File: src/design/lss_pkg.sv
// Purpose: Constants for the lane setting select block
// Assumes: Strap pads report a 2-bit resolved level
// Notes:   Codes follow the channel setting byte layout
package lss_pkg;
  localparam int NUM_CHAN = 2;
  localparam int NUM_STRAP = 6;
  localparam int STRAP_W = 2;
  // Resolved strap levels
  localparam logic [1:0] STRAP_LOW = 2'h0;
  localparam logic [1:0] STRAP_OPEN = 2'h1;
  localparam logic [1:0] STRAP_HIGH = 2'h2;
  // Strap index inside a channel group
  localparam int STRAP_EQ = 0;
  localparam int STRAP_SW = 1;
  localparam int STRAP_DE = 2;
  // Strap level to serial code
  localparam logic [3:0] EQ_LOW = 4'h1;
  localparam logic [3:0] EQ_OPEN = 4'h6;
  localparam logic [3:0] EQ_HIGH = 4'hb;
  localparam logic [1:0] SW_LOW = 2'h0;
  localparam logic [1:0] SW_OPEN = 2'h1;
  localparam logic [1:0] SW_HIGH = 2'h3;
  localparam logic [1:0] DE_LOW = 2'h0;
  localparam logic [1:0] DE_OPEN = 2'h2;
  localparam logic [1:0] DE_HIGH = 2'h3;
  // Setting byte fields and reset values
  localparam int EQ_MSB = 7;
  localparam int EQ_LSB = 4;
  localparam int SW_MSB = 3;
  localparam int SW_LSB = 2;
  localparam int DE_MSB = 1;
  localparam int DE_LSB = 0;
  localparam logic [1:0] SW_RESET = 2'h1;
  localparam logic [1:0] DE_RESET = 2'h2;
  // Byte indices
  localparam logic [1:0] BYTE_CHAN_A = 2'h0;
  localparam logic [1:0] BYTE_CHAN_B = 2'h1;
  localparam logic [1:0] BYTE_PAST = 2'h2;
  localparam logic [7:0] READ_PAST = 8'h00;
  // Serial port
  localparam logic [4:0] ADDR_UPPER = 5'h18;
  localparam logic [3:0] BITS_BYTE = 4'h8;
  localparam logic [2:0] LAST_RD_BIT = 3'h7;
  // Cycles after reset before straps are latched
  localparam logic [1:0] STRAP_SETTLE = 2'h3;
  typedef enum logic [2:0] {
    ST_IDLE, ST_ADDR, ST_AACK, ST_WBYTE, ST_WACK, ST_RBYTE, ST_RACK
  } lss_state_t;
endpackage

File: src/design/lss_lane_setting_select.sv
// Purpose: Per-channel setting select from straps or serial bytes
// Assumes: Strap pads resolve to low/open/high codes; SCL is slow
// Notes:   SDA is open drain; out is always low, oe pulls the line
`timescale 1ns/1ns
`default_nettype none
module lss_lane_setting_select (
  input  wire logic                     clk_sys_in,
  input  wire logic                     reset_in,
  input  wire logic                     host_ctl_in,
  input  wire logic                     power_down_in,
  input  wire logic [lss_pkg::STRAP_W-1:0] chan_a_equalizer_strap_in,
  input  wire logic [lss_pkg::STRAP_W-1:0] chan_a_swing_strap_in,
  input  wire logic [lss_pkg::STRAP_W-1:0] chan_a_deemph_strap_in,
  input  wire logic [lss_pkg::STRAP_W-1:0] chan_b_equalizer_strap_in,
  input  wire logic [lss_pkg::STRAP_W-1:0] chan_b_swing_strap_in,
  input  wire logic [lss_pkg::STRAP_W-1:0] chan_b_deemph_strap_in,
  input  wire logic                     scl_in,
  input  wire logic                     sda_in,
  output logic                          sda_out,
  output logic                          sda_oe_out,
  output logic [3:0]                    chan_a_eq_out,
  output logic [1:0]                    chan_a_swing_out,
  output logic [1:0]                    chan_a_deemph_out,
  output logic [3:0]                    chan_b_eq_out,
  output logic [1:0]                    chan_b_swing_out,
  output logic [1:0]                    chan_b_deemph_out,
  output logic                          chan_enable_out,
  output logic                          in_term_50_out,
  output logic                          out_term_50_out
);
  import lss_pkg::*;

  logic [1:0] strap_raw [NUM_STRAP];
  logic [1:0] strap_m [NUM_STRAP];
  logic [1:0] strap_s [NUM_STRAP];
  logic [1:0] ctl_m, ctl_s, mode_m, mode_s;
  logic host_s, pd_s, scl_s, sda_s, scl_p, sda_p;
  logic scl_rise, scl_fall, start_det, stop_det;
  logic [7:0] set_q [NUM_CHAN];
  logic [3:0] eq_q [NUM_CHAN];
  logic [1:0] sw_q [NUM_CHAN];
  logic [1:0] de_q [NUM_CHAN];
  logic [1:0] settle_q;
  logic loaded_q, chan_en_q, term_q, sda_oe_q, sda_zero_q;
  lss_state_t state_q;
  logic [3:0] bit_q;
  logic [7:0] shift_q, rd_q, rd_next;
  logic [1:0] ptr_q;
  logic rw_q, filler_q, nack_q;
  logic [6:0] my_addr;
  logic byte_done, wr_commit;

  // Any level other than low or high counts as open
  function automatic logic [3:0] map_eq(input logic [1:0] s);
    return (s == STRAP_LOW) ? EQ_LOW : (s == STRAP_HIGH) ? EQ_HIGH : EQ_OPEN;
  endfunction
  function automatic logic [1:0] map_sw(input logic [1:0] s);
    return (s == STRAP_LOW) ? SW_LOW : (s == STRAP_HIGH) ? SW_HIGH : SW_OPEN;
  endfunction
  function automatic logic [1:0] map_de(input logic [1:0] s);
    return (s == STRAP_LOW) ? DE_LOW : (s == STRAP_HIGH) ? DE_HIGH : DE_OPEN;
  endfunction

  assign strap_raw[STRAP_EQ] = chan_a_equalizer_strap_in;
  assign strap_raw[STRAP_SW] = chan_a_swing_strap_in;
  assign strap_raw[STRAP_DE] = chan_a_deemph_strap_in;
  assign strap_raw[3 + STRAP_EQ] = chan_b_equalizer_strap_in;
  assign strap_raw[3 + STRAP_SW] = chan_b_swing_strap_in;
  assign strap_raw[3 + STRAP_DE] = chan_b_deemph_strap_in;

  // Pads are asynchronous; two flops each
  for (genvar i = 0; i < NUM_STRAP; i++) begin : g_sync
    always_ff @(posedge clk_sys_in or posedge reset_in) begin
      if (reset_in) begin
        strap_m[i] <= STRAP_OPEN;
        strap_s[i] <= STRAP_OPEN;
      end else begin
        strap_m[i] <= strap_raw[i];
        strap_s[i] <= strap_m[i];
      end
    end
  end

  always_ff @(posedge clk_sys_in or posedge reset_in) begin
    if (reset_in) begin
      // Idle-high reset so release shows no false bus edge
      ctl_m <= 2'h3;
      ctl_s <= 2'h3;
      mode_m <= 2'h0;
      mode_s <= 2'h0;
      scl_p <= 1'b1;
      sda_p <= 1'b1;
    end else begin
      // SCL shares the channel A swing pad, SDA the de-emphasis pad
      ctl_m <= {scl_in, sda_in};
      ctl_s <= ctl_m;
      mode_m <= {host_ctl_in, power_down_in};
      mode_s <= mode_m;
      scl_p <= scl_s;
      sda_p <= sda_s;
    end
  end

  assign host_s = mode_s[1];
  assign pd_s = mode_s[0];
  assign scl_s = ctl_s[1];
  assign sda_s = ctl_s[0];
  assign scl_rise = scl_s & ~scl_p;
  assign scl_fall = ~scl_s & scl_p;
  assign start_det = scl_s & scl_p & sda_p & ~sda_s;
  assign stop_det = scl_s & scl_p & ~sda_p & sda_s;
  // Open or high strap gives a one
  assign my_addr = {ADDR_UPPER, strap_s[3 + STRAP_SW] != STRAP_LOW,
                    strap_s[3 + STRAP_DE] != STRAP_LOW};
  assign byte_done = scl_fall && bit_q == BITS_BYTE;
  assign wr_commit = state_q == ST_WBYTE && byte_done && filler_q
                     && ptr_q != BYTE_PAST;
  // Bytes past channel B read as zero
  assign rd_next = (ptr_q == BYTE_CHAN_A) ? set_q[0] :
                   (ptr_q == BYTE_CHAN_B) ? set_q[1] : READ_PAST;

  // Straps must settle through the synchroniser before latching
  always_ff @(posedge clk_sys_in or posedge reset_in) begin
    if (reset_in) begin
      settle_q <= 2'h0;
      loaded_q <= 1'b0;
    end else if (!loaded_q) begin
      settle_q <= settle_q + 2'h1;
      loaded_q <= settle_q == STRAP_SETTLE;
    end
  end

  for (genvar c = 0; c < NUM_CHAN; c++) begin : g_chan
    always_ff @(posedge clk_sys_in or posedge reset_in) begin
      if (reset_in) begin
        set_q[c] <= {EQ_OPEN, SW_RESET, DE_RESET};
      end else if (!loaded_q && settle_q == STRAP_SETTLE) begin
        set_q[c][EQ_MSB:EQ_LSB] <= map_eq(strap_s[3*c]);
      end else if (wr_commit && ptr_q == 2'(c)) begin
        set_q[c] <= shift_q;
      end
    end

    always_ff @(posedge clk_sys_in or posedge reset_in) begin
      if (reset_in) begin
        eq_q[c] <= EQ_OPEN;
        sw_q[c] <= SW_RESET;
        de_q[c] <= DE_RESET;
      end else if (host_s) begin
        eq_q[c] <= set_q[c][EQ_MSB:EQ_LSB];
        sw_q[c] <= set_q[c][SW_MSB:SW_LSB];
        de_q[c] <= set_q[c][DE_MSB:DE_LSB];
      end else begin
        eq_q[c] <= map_eq(strap_s[3*c + STRAP_EQ]);
        sw_q[c] <= map_sw(strap_s[3*c + STRAP_SW]);
        de_q[c] <= map_de(strap_s[3*c + STRAP_DE]);
      end
    end
  end

  always_ff @(posedge clk_sys_in or posedge reset_in) begin
    if (reset_in) begin
      chan_en_q <= 1'b0;
      term_q <= 1'b0;
      sda_zero_q <= 1'b0;
    end else begin
      chan_en_q <= ~pd_s;
      term_q <= ~pd_s;
      sda_zero_q <= 1'b0; // Open drain: data level always low
    end
  end

  // Data changes only after SCL falls; line is never stretched
  always_ff @(posedge clk_sys_in or posedge reset_in) begin
    if (reset_in) begin
      state_q <= ST_IDLE;
      bit_q <= 4'h0;
      shift_q <= 8'h00;
      rd_q <= 8'h00;
      ptr_q <= BYTE_CHAN_A;
      rw_q <= 1'b0;
      filler_q <= 1'b0;
      nack_q <= 1'b0;
      sda_oe_q <= 1'b0;
    end else if (!host_s || !loaded_q || stop_det) begin
      state_q <= ST_IDLE;
      sda_oe_q <= 1'b0;
    end else if (start_det) begin
      state_q <= ST_ADDR;
      bit_q <= 4'h0;
      ptr_q <= BYTE_CHAN_A;
      filler_q <= 1'b0;
      sda_oe_q <= 1'b0;
    end else begin
      if (scl_rise && (state_q == ST_ADDR || state_q == ST_WBYTE)) begin
        shift_q <= {shift_q[6:0], sda_s};
        bit_q <= bit_q + 4'h1;
      end
      if (scl_rise && state_q == ST_RACK) begin
        nack_q <= sda_s;
      end
      if (scl_fall) begin
        case (state_q)
          ST_ADDR: begin
            if (byte_done) begin
              if (shift_q[7:1] == my_addr) begin
                state_q <= ST_AACK;
                rw_q <= shift_q[0];
                sda_oe_q <= 1'b1;
              end else begin
                state_q <= ST_IDLE;
              end
            end
          end
          ST_AACK: begin
            bit_q <= 4'h0;
            if (rw_q) begin
              state_q <= ST_RBYTE;
              rd_q <= rd_next;
              sda_oe_q <= ~rd_next[7];
            end else begin
              state_q <= ST_WBYTE;
              sda_oe_q <= 1'b0;
            end
          end
          ST_WBYTE: begin
            if (byte_done) begin
              state_q <= ST_WACK;
              sda_oe_q <= 1'b1;
              if (!filler_q) begin
                filler_q <= 1'b1;
              end else if (ptr_q != BYTE_PAST) begin
                ptr_q <= ptr_q + 2'h1;
              end
            end
          end
          ST_WACK: begin
            state_q <= ST_WBYTE;
            bit_q <= 4'h0;
            sda_oe_q <= 1'b0;
          end
          ST_RBYTE: begin
            if (bit_q[2:0] == LAST_RD_BIT) begin
              state_q <= ST_RACK;
              sda_oe_q <= 1'b0;
              if (ptr_q != BYTE_PAST) begin
                ptr_q <= ptr_q + 2'h1;
              end
            end else begin
              rd_q <= {rd_q[6:0], 1'b0};
              sda_oe_q <= ~rd_q[6];
              bit_q <= bit_q + 4'h1;
            end
          end
          ST_RACK: begin
            bit_q <= 4'h0;
            if (nack_q) begin
              state_q <= ST_IDLE;
            end else begin
              state_q <= ST_RBYTE;
              rd_q <= rd_next;
              sda_oe_q <= ~rd_next[7];
            end
          end
          default: state_q <= ST_IDLE;
        endcase
      end
    end
  end

  assign sda_out = sda_zero_q;
  assign sda_oe_out = sda_oe_q;
  assign chan_a_eq_out = eq_q[0];
  assign chan_a_swing_out = sw_q[0];
  assign chan_a_deemph_out = de_q[0];
  assign chan_b_eq_out = eq_q[1];
  assign chan_b_swing_out = sw_q[1];
  assign chan_b_deemph_out = de_q[1];
  assign chan_enable_out = chan_en_q;
  assign in_term_50_out = term_q;
  assign out_term_50_out = term_q;
endmodule
`default_nettype wire

File: config.mk
export PLATFORM = sky130hd
export DESIGN_NAME = lss_lane_setting_select
export DESIGN_NICKNAME = d
export VERILOG_FILES = /design/src/design/lss_pkg.sv /design/src/design/lss_lane_setting_select.sv
export SDC_FILE = /design/constraint.sdc
export NUM_CORES = 1
export LEC_CHECK = 0
export ABC_AREA = 1
export BUFFER_PORTS_ARGS = -buffer_cell sky130_fd_sc_hd__buf_2
export CAP_MARGIN = 10
export CORE_ASPECT_RATIO = 0.6
export CORE_MARGIN = 5
export CORE_UTILIZATION = 59
export CTS_CLUSTER_DIAMETER = 200
export CTS_CLUSTER_SIZE = 25
export DETAILED_ROUTE_END_ITERATION = 7
export PLACE_DENSITY = 0.79
export RECOVER_POWER = 25
export SYNTH_ARGS = -nofsm -noshare
export SYNTH_HDL_FRONTEND = slang
export SYNTH_SLANG_ARGS = --single-unit
export TNS_END_PERCENT = 30
File: constraint.sdc
create_clock -name clk_sys_in -period 3.5 [get_ports clk_sys_in]
set_input_delay 0.525 -clock clk_sys_in [delete_from_list [all_inputs] [get_ports clk_sys_in]]
set_output_delay 0.525 -clock clk_sys_in [all_outputs]
set_load 0.02 [all_outputs]
==> flow_summary_export.csv <==
group,metric,value,unit
outcome,outcome,"finished clean",
timing,max-slew-margin-rel,58.08,%
placement,dp_hpwl,6572,um
power_and_ir_drop,power.total,2.459,mW
final_layout,nets,524,
worst_setup_path,crit_required,3.77,ns
cts,cts_resized,0,
placement,placed_area,4546,um2
floorplan,io_pins,39,
route,wl_per_cell,15.62,um
cts,postCtsSetupBuffers,0,
synth,synthCells,461,
placement,portBuffers,37,
worst_setup_path,start_kind,"flop",
synth,synth_area_leader_cell,"dfrtp_1",
power_and_ir_drop,powerDensity,504.4,nW/um2
worst_setup_path,cpMaxStageDelayCell,"dfrtp_1",
timing,finClkSkew,0.004201,ns
placement,placedCellCount,579,
synth,ys_seq_area_share,57.98,%
timing,report.final.hold_viol_count,0,
route,first_pass_iters,5,
final_layout,areaGrowthSynthToFinish,13.29,%
grt,grt_use_total,21.63,%
synth,synth_area,4303,um2
floorplan,die_area,9157,um2
worst_setup_path,cpMostUsedCell,"nor2_8",
cts,clock_path_buffers,2,
route,first_iter_violations,288,
route,ant_nets,0,
placement,routabilityCongestion,0.9358,
grt,antenna_found_initial,0,
synth,syn-num-nets,486,
cts,clock-sinks,98,
timing,fin_crit_sh,52.23,%
placement,dp_slack,1.757,ns
worst_setup_path,cp_max_fo,12,
final_layout,antenna_cells,0,
timing,slew_viol_final,0,
floorplan,fp-row-count,24,
cts,cts_tree,"done",
route,vias_per_cell,5.504,
cts,clk_pin_slew,0.06,ns
final_layout,design_area,4875,um2
route,num_vias,3275,
worst_setup_path,critPathKind,"flop to flop",
synth,avgSynthCellArea,9.334,um2
route,top_layer_used,"met4",
grt,grt_pass1_vias,3115,
timing,fin_tns_setup,0,ns
route,met1_length,4446,um
cts,cts_buffers,9,
grt,grt_start_max_net_pins,99,
worst_setup_path,end_kind,"flop",
synth,yosys-top-cells-area,"dfrtp_1 (37%), dfstp_2 (21%), nand2_1 (9.7%), nand3_1 (4.9%), inv_1 (3.8%)",
floorplan,core_area,7177,um2
grt,grt_overflow,0,
timing,rsz0062_at_grt,"no",
timing,whs,0.2760,ns
timing,setup_viol,0,
floorplan,initial_core_util,59.95,%
route,route.met2.wl,3847,um
final_layout,final_common_cell,"nand2_1",
power_and_ir_drop,worst_ir_drop_vdd,0.3685,mV
cts,cts_hold_buf,0,
cts,htree_levels,3,
timing,tightest_slew,0.6281,ns
route,remaining_drc_errors,0,
worst_setup_path,cp_data_arrival_time,2.10,ns
floorplan,fp.dieH,76.15,um
worst_setup_path,path_cells,"nand2_4, nor2_8, inv_2, nor2_8, nand3_4, nor2_4, nand2_1, o21ai_1",
route,route.met3.wl,901,um
floorplan,die_w,120.3,um
final_layout,layout-drive-gt1-share,23.81,%
synth,yosysWarnings,0,
final_layout,finalNonFillerCells,595,
cts,root_buffer,"clkbuf_16",
timing,finalCriticalPeriod,1.828,ns
synth,synth_top_area_share,37.22,%
worst_setup_path,crit_path_max_incr_delay,0.66,ns
min_path,hp-class,"input port to flop",
final_layout,utilization,67.92,%
final_layout,final_cell_mix,"nand2_1 (111), dfrtp_1 (64), inv_1 (43)",
route,routed_wl,9296,um
synth,ys_types,38,
cts,clk_latency,0.34,ns
job,cap_violations,0,
power_and_ir_drop,power.leakage,2.339,nW
synth,ys_ff_latch,98,
grt,grt_pass1_wl,15540,um
timing,max_freq,547.0,MHz
timing,layout_setup_ws,1.672,ns
-- synth_stat cells (all sizes together) --
cell / n
nand2: 115
dfrtp: 64
inv: 59
nand3: 46
nor2: 43
o21ai: 41
dfstp: 34
o22ai: 10
buf: 9
a21boi: 7
a21oi: 7
ha: 7
nand4: 4
clkbuf: 3
nand3b: 2
o21bai: 2
conb: 1
nor2b: 1
nor3: 1
o2111ai: 1
o211ai: 1
o21a: 1
or2: 1
xnor2: 1
-- sequential cells by signal (all words and copies together) (netlist names), 3 cells and up --
signal and cells:
shift_q 8, strap_m 12, strap_s 12, chan_b_eq_out 4, bit_q 4, set_q 16, state_q 3, rd_q 7
chan_a_eq_out 4
-- worst paths after layout --
kind,startpoint,endpoint,slack [ns],cells past startpoint
max reg2reg,state_q[0]$_DFFE_PP0P_,set_q[9]$_DFFE_PP1P_,1.67,8
min,chan_a_swing_strap_in[0],strap_m[8]$_DFF_PP1_,0.28,1
max,state_q[0]$_DFFE_PP0P_,set_q[9]$_DFFE_PP1P_,1.67,8
max in group asynchronous,reset_in,chan_a_eq_out[2]$_DFF_PP1_,2.78,3
min in group asynchronous,reset_in,mode_s[0]$_DFF_PP0_,0.31,3
min reg2reg,strap_m[11]$_DFF_PP0_,strap_s[11]$_DFF_PP0_,0.35,0
-- final cells by class --
type	instances	area, um2
Clock buffer	12	256.5
Clock inverter	4	73.82
Multi-Input combinational cell	292	1499
Tap cell	91	113.9
Sequential cell	98	2495
Timing Repair Buffer	39	211.5
Inverter	59	225.2
Fill cell	571	2302
-- cell families after synthesis --
group	Yosys count	share of synthesized area (%)
buffers and inverters	71	7.182
DFF	98	57.98
adders and majority gates	7	2.035
other	1	0.08715
AOI/OAI and AO/OA	70	9.247
and+or+nand+nor	213	23.26
xor gates and xnor gates	1	0.2036
-- power breakdown --
group	switching (mW)	internal (mW)
logic	0.118	0.0512
registers	0.0261	1.19
clock network	0.406	0.666
total	0.550	1.91
-- layer usage --
layer  vias to the layer above  global-route usage [%]
met4                         0                   5.090
met5                         -                       0
met1                      1573                   33.01
met2                       142                   29.30
met3                        12                   7.864
li1                       1548                       -
-- critical path, delay by kind of cell, from the launching register on --
| family | cells | cell delay [ns] |
|---|---|---|
| compound gates | 1 | 0.09 |
| buf+inv | 1 | 0.08 |
| flops | 1 | 0.66 |
| simple gates | 6 | 0.91 |
Power figures use the tool's default switching activity.
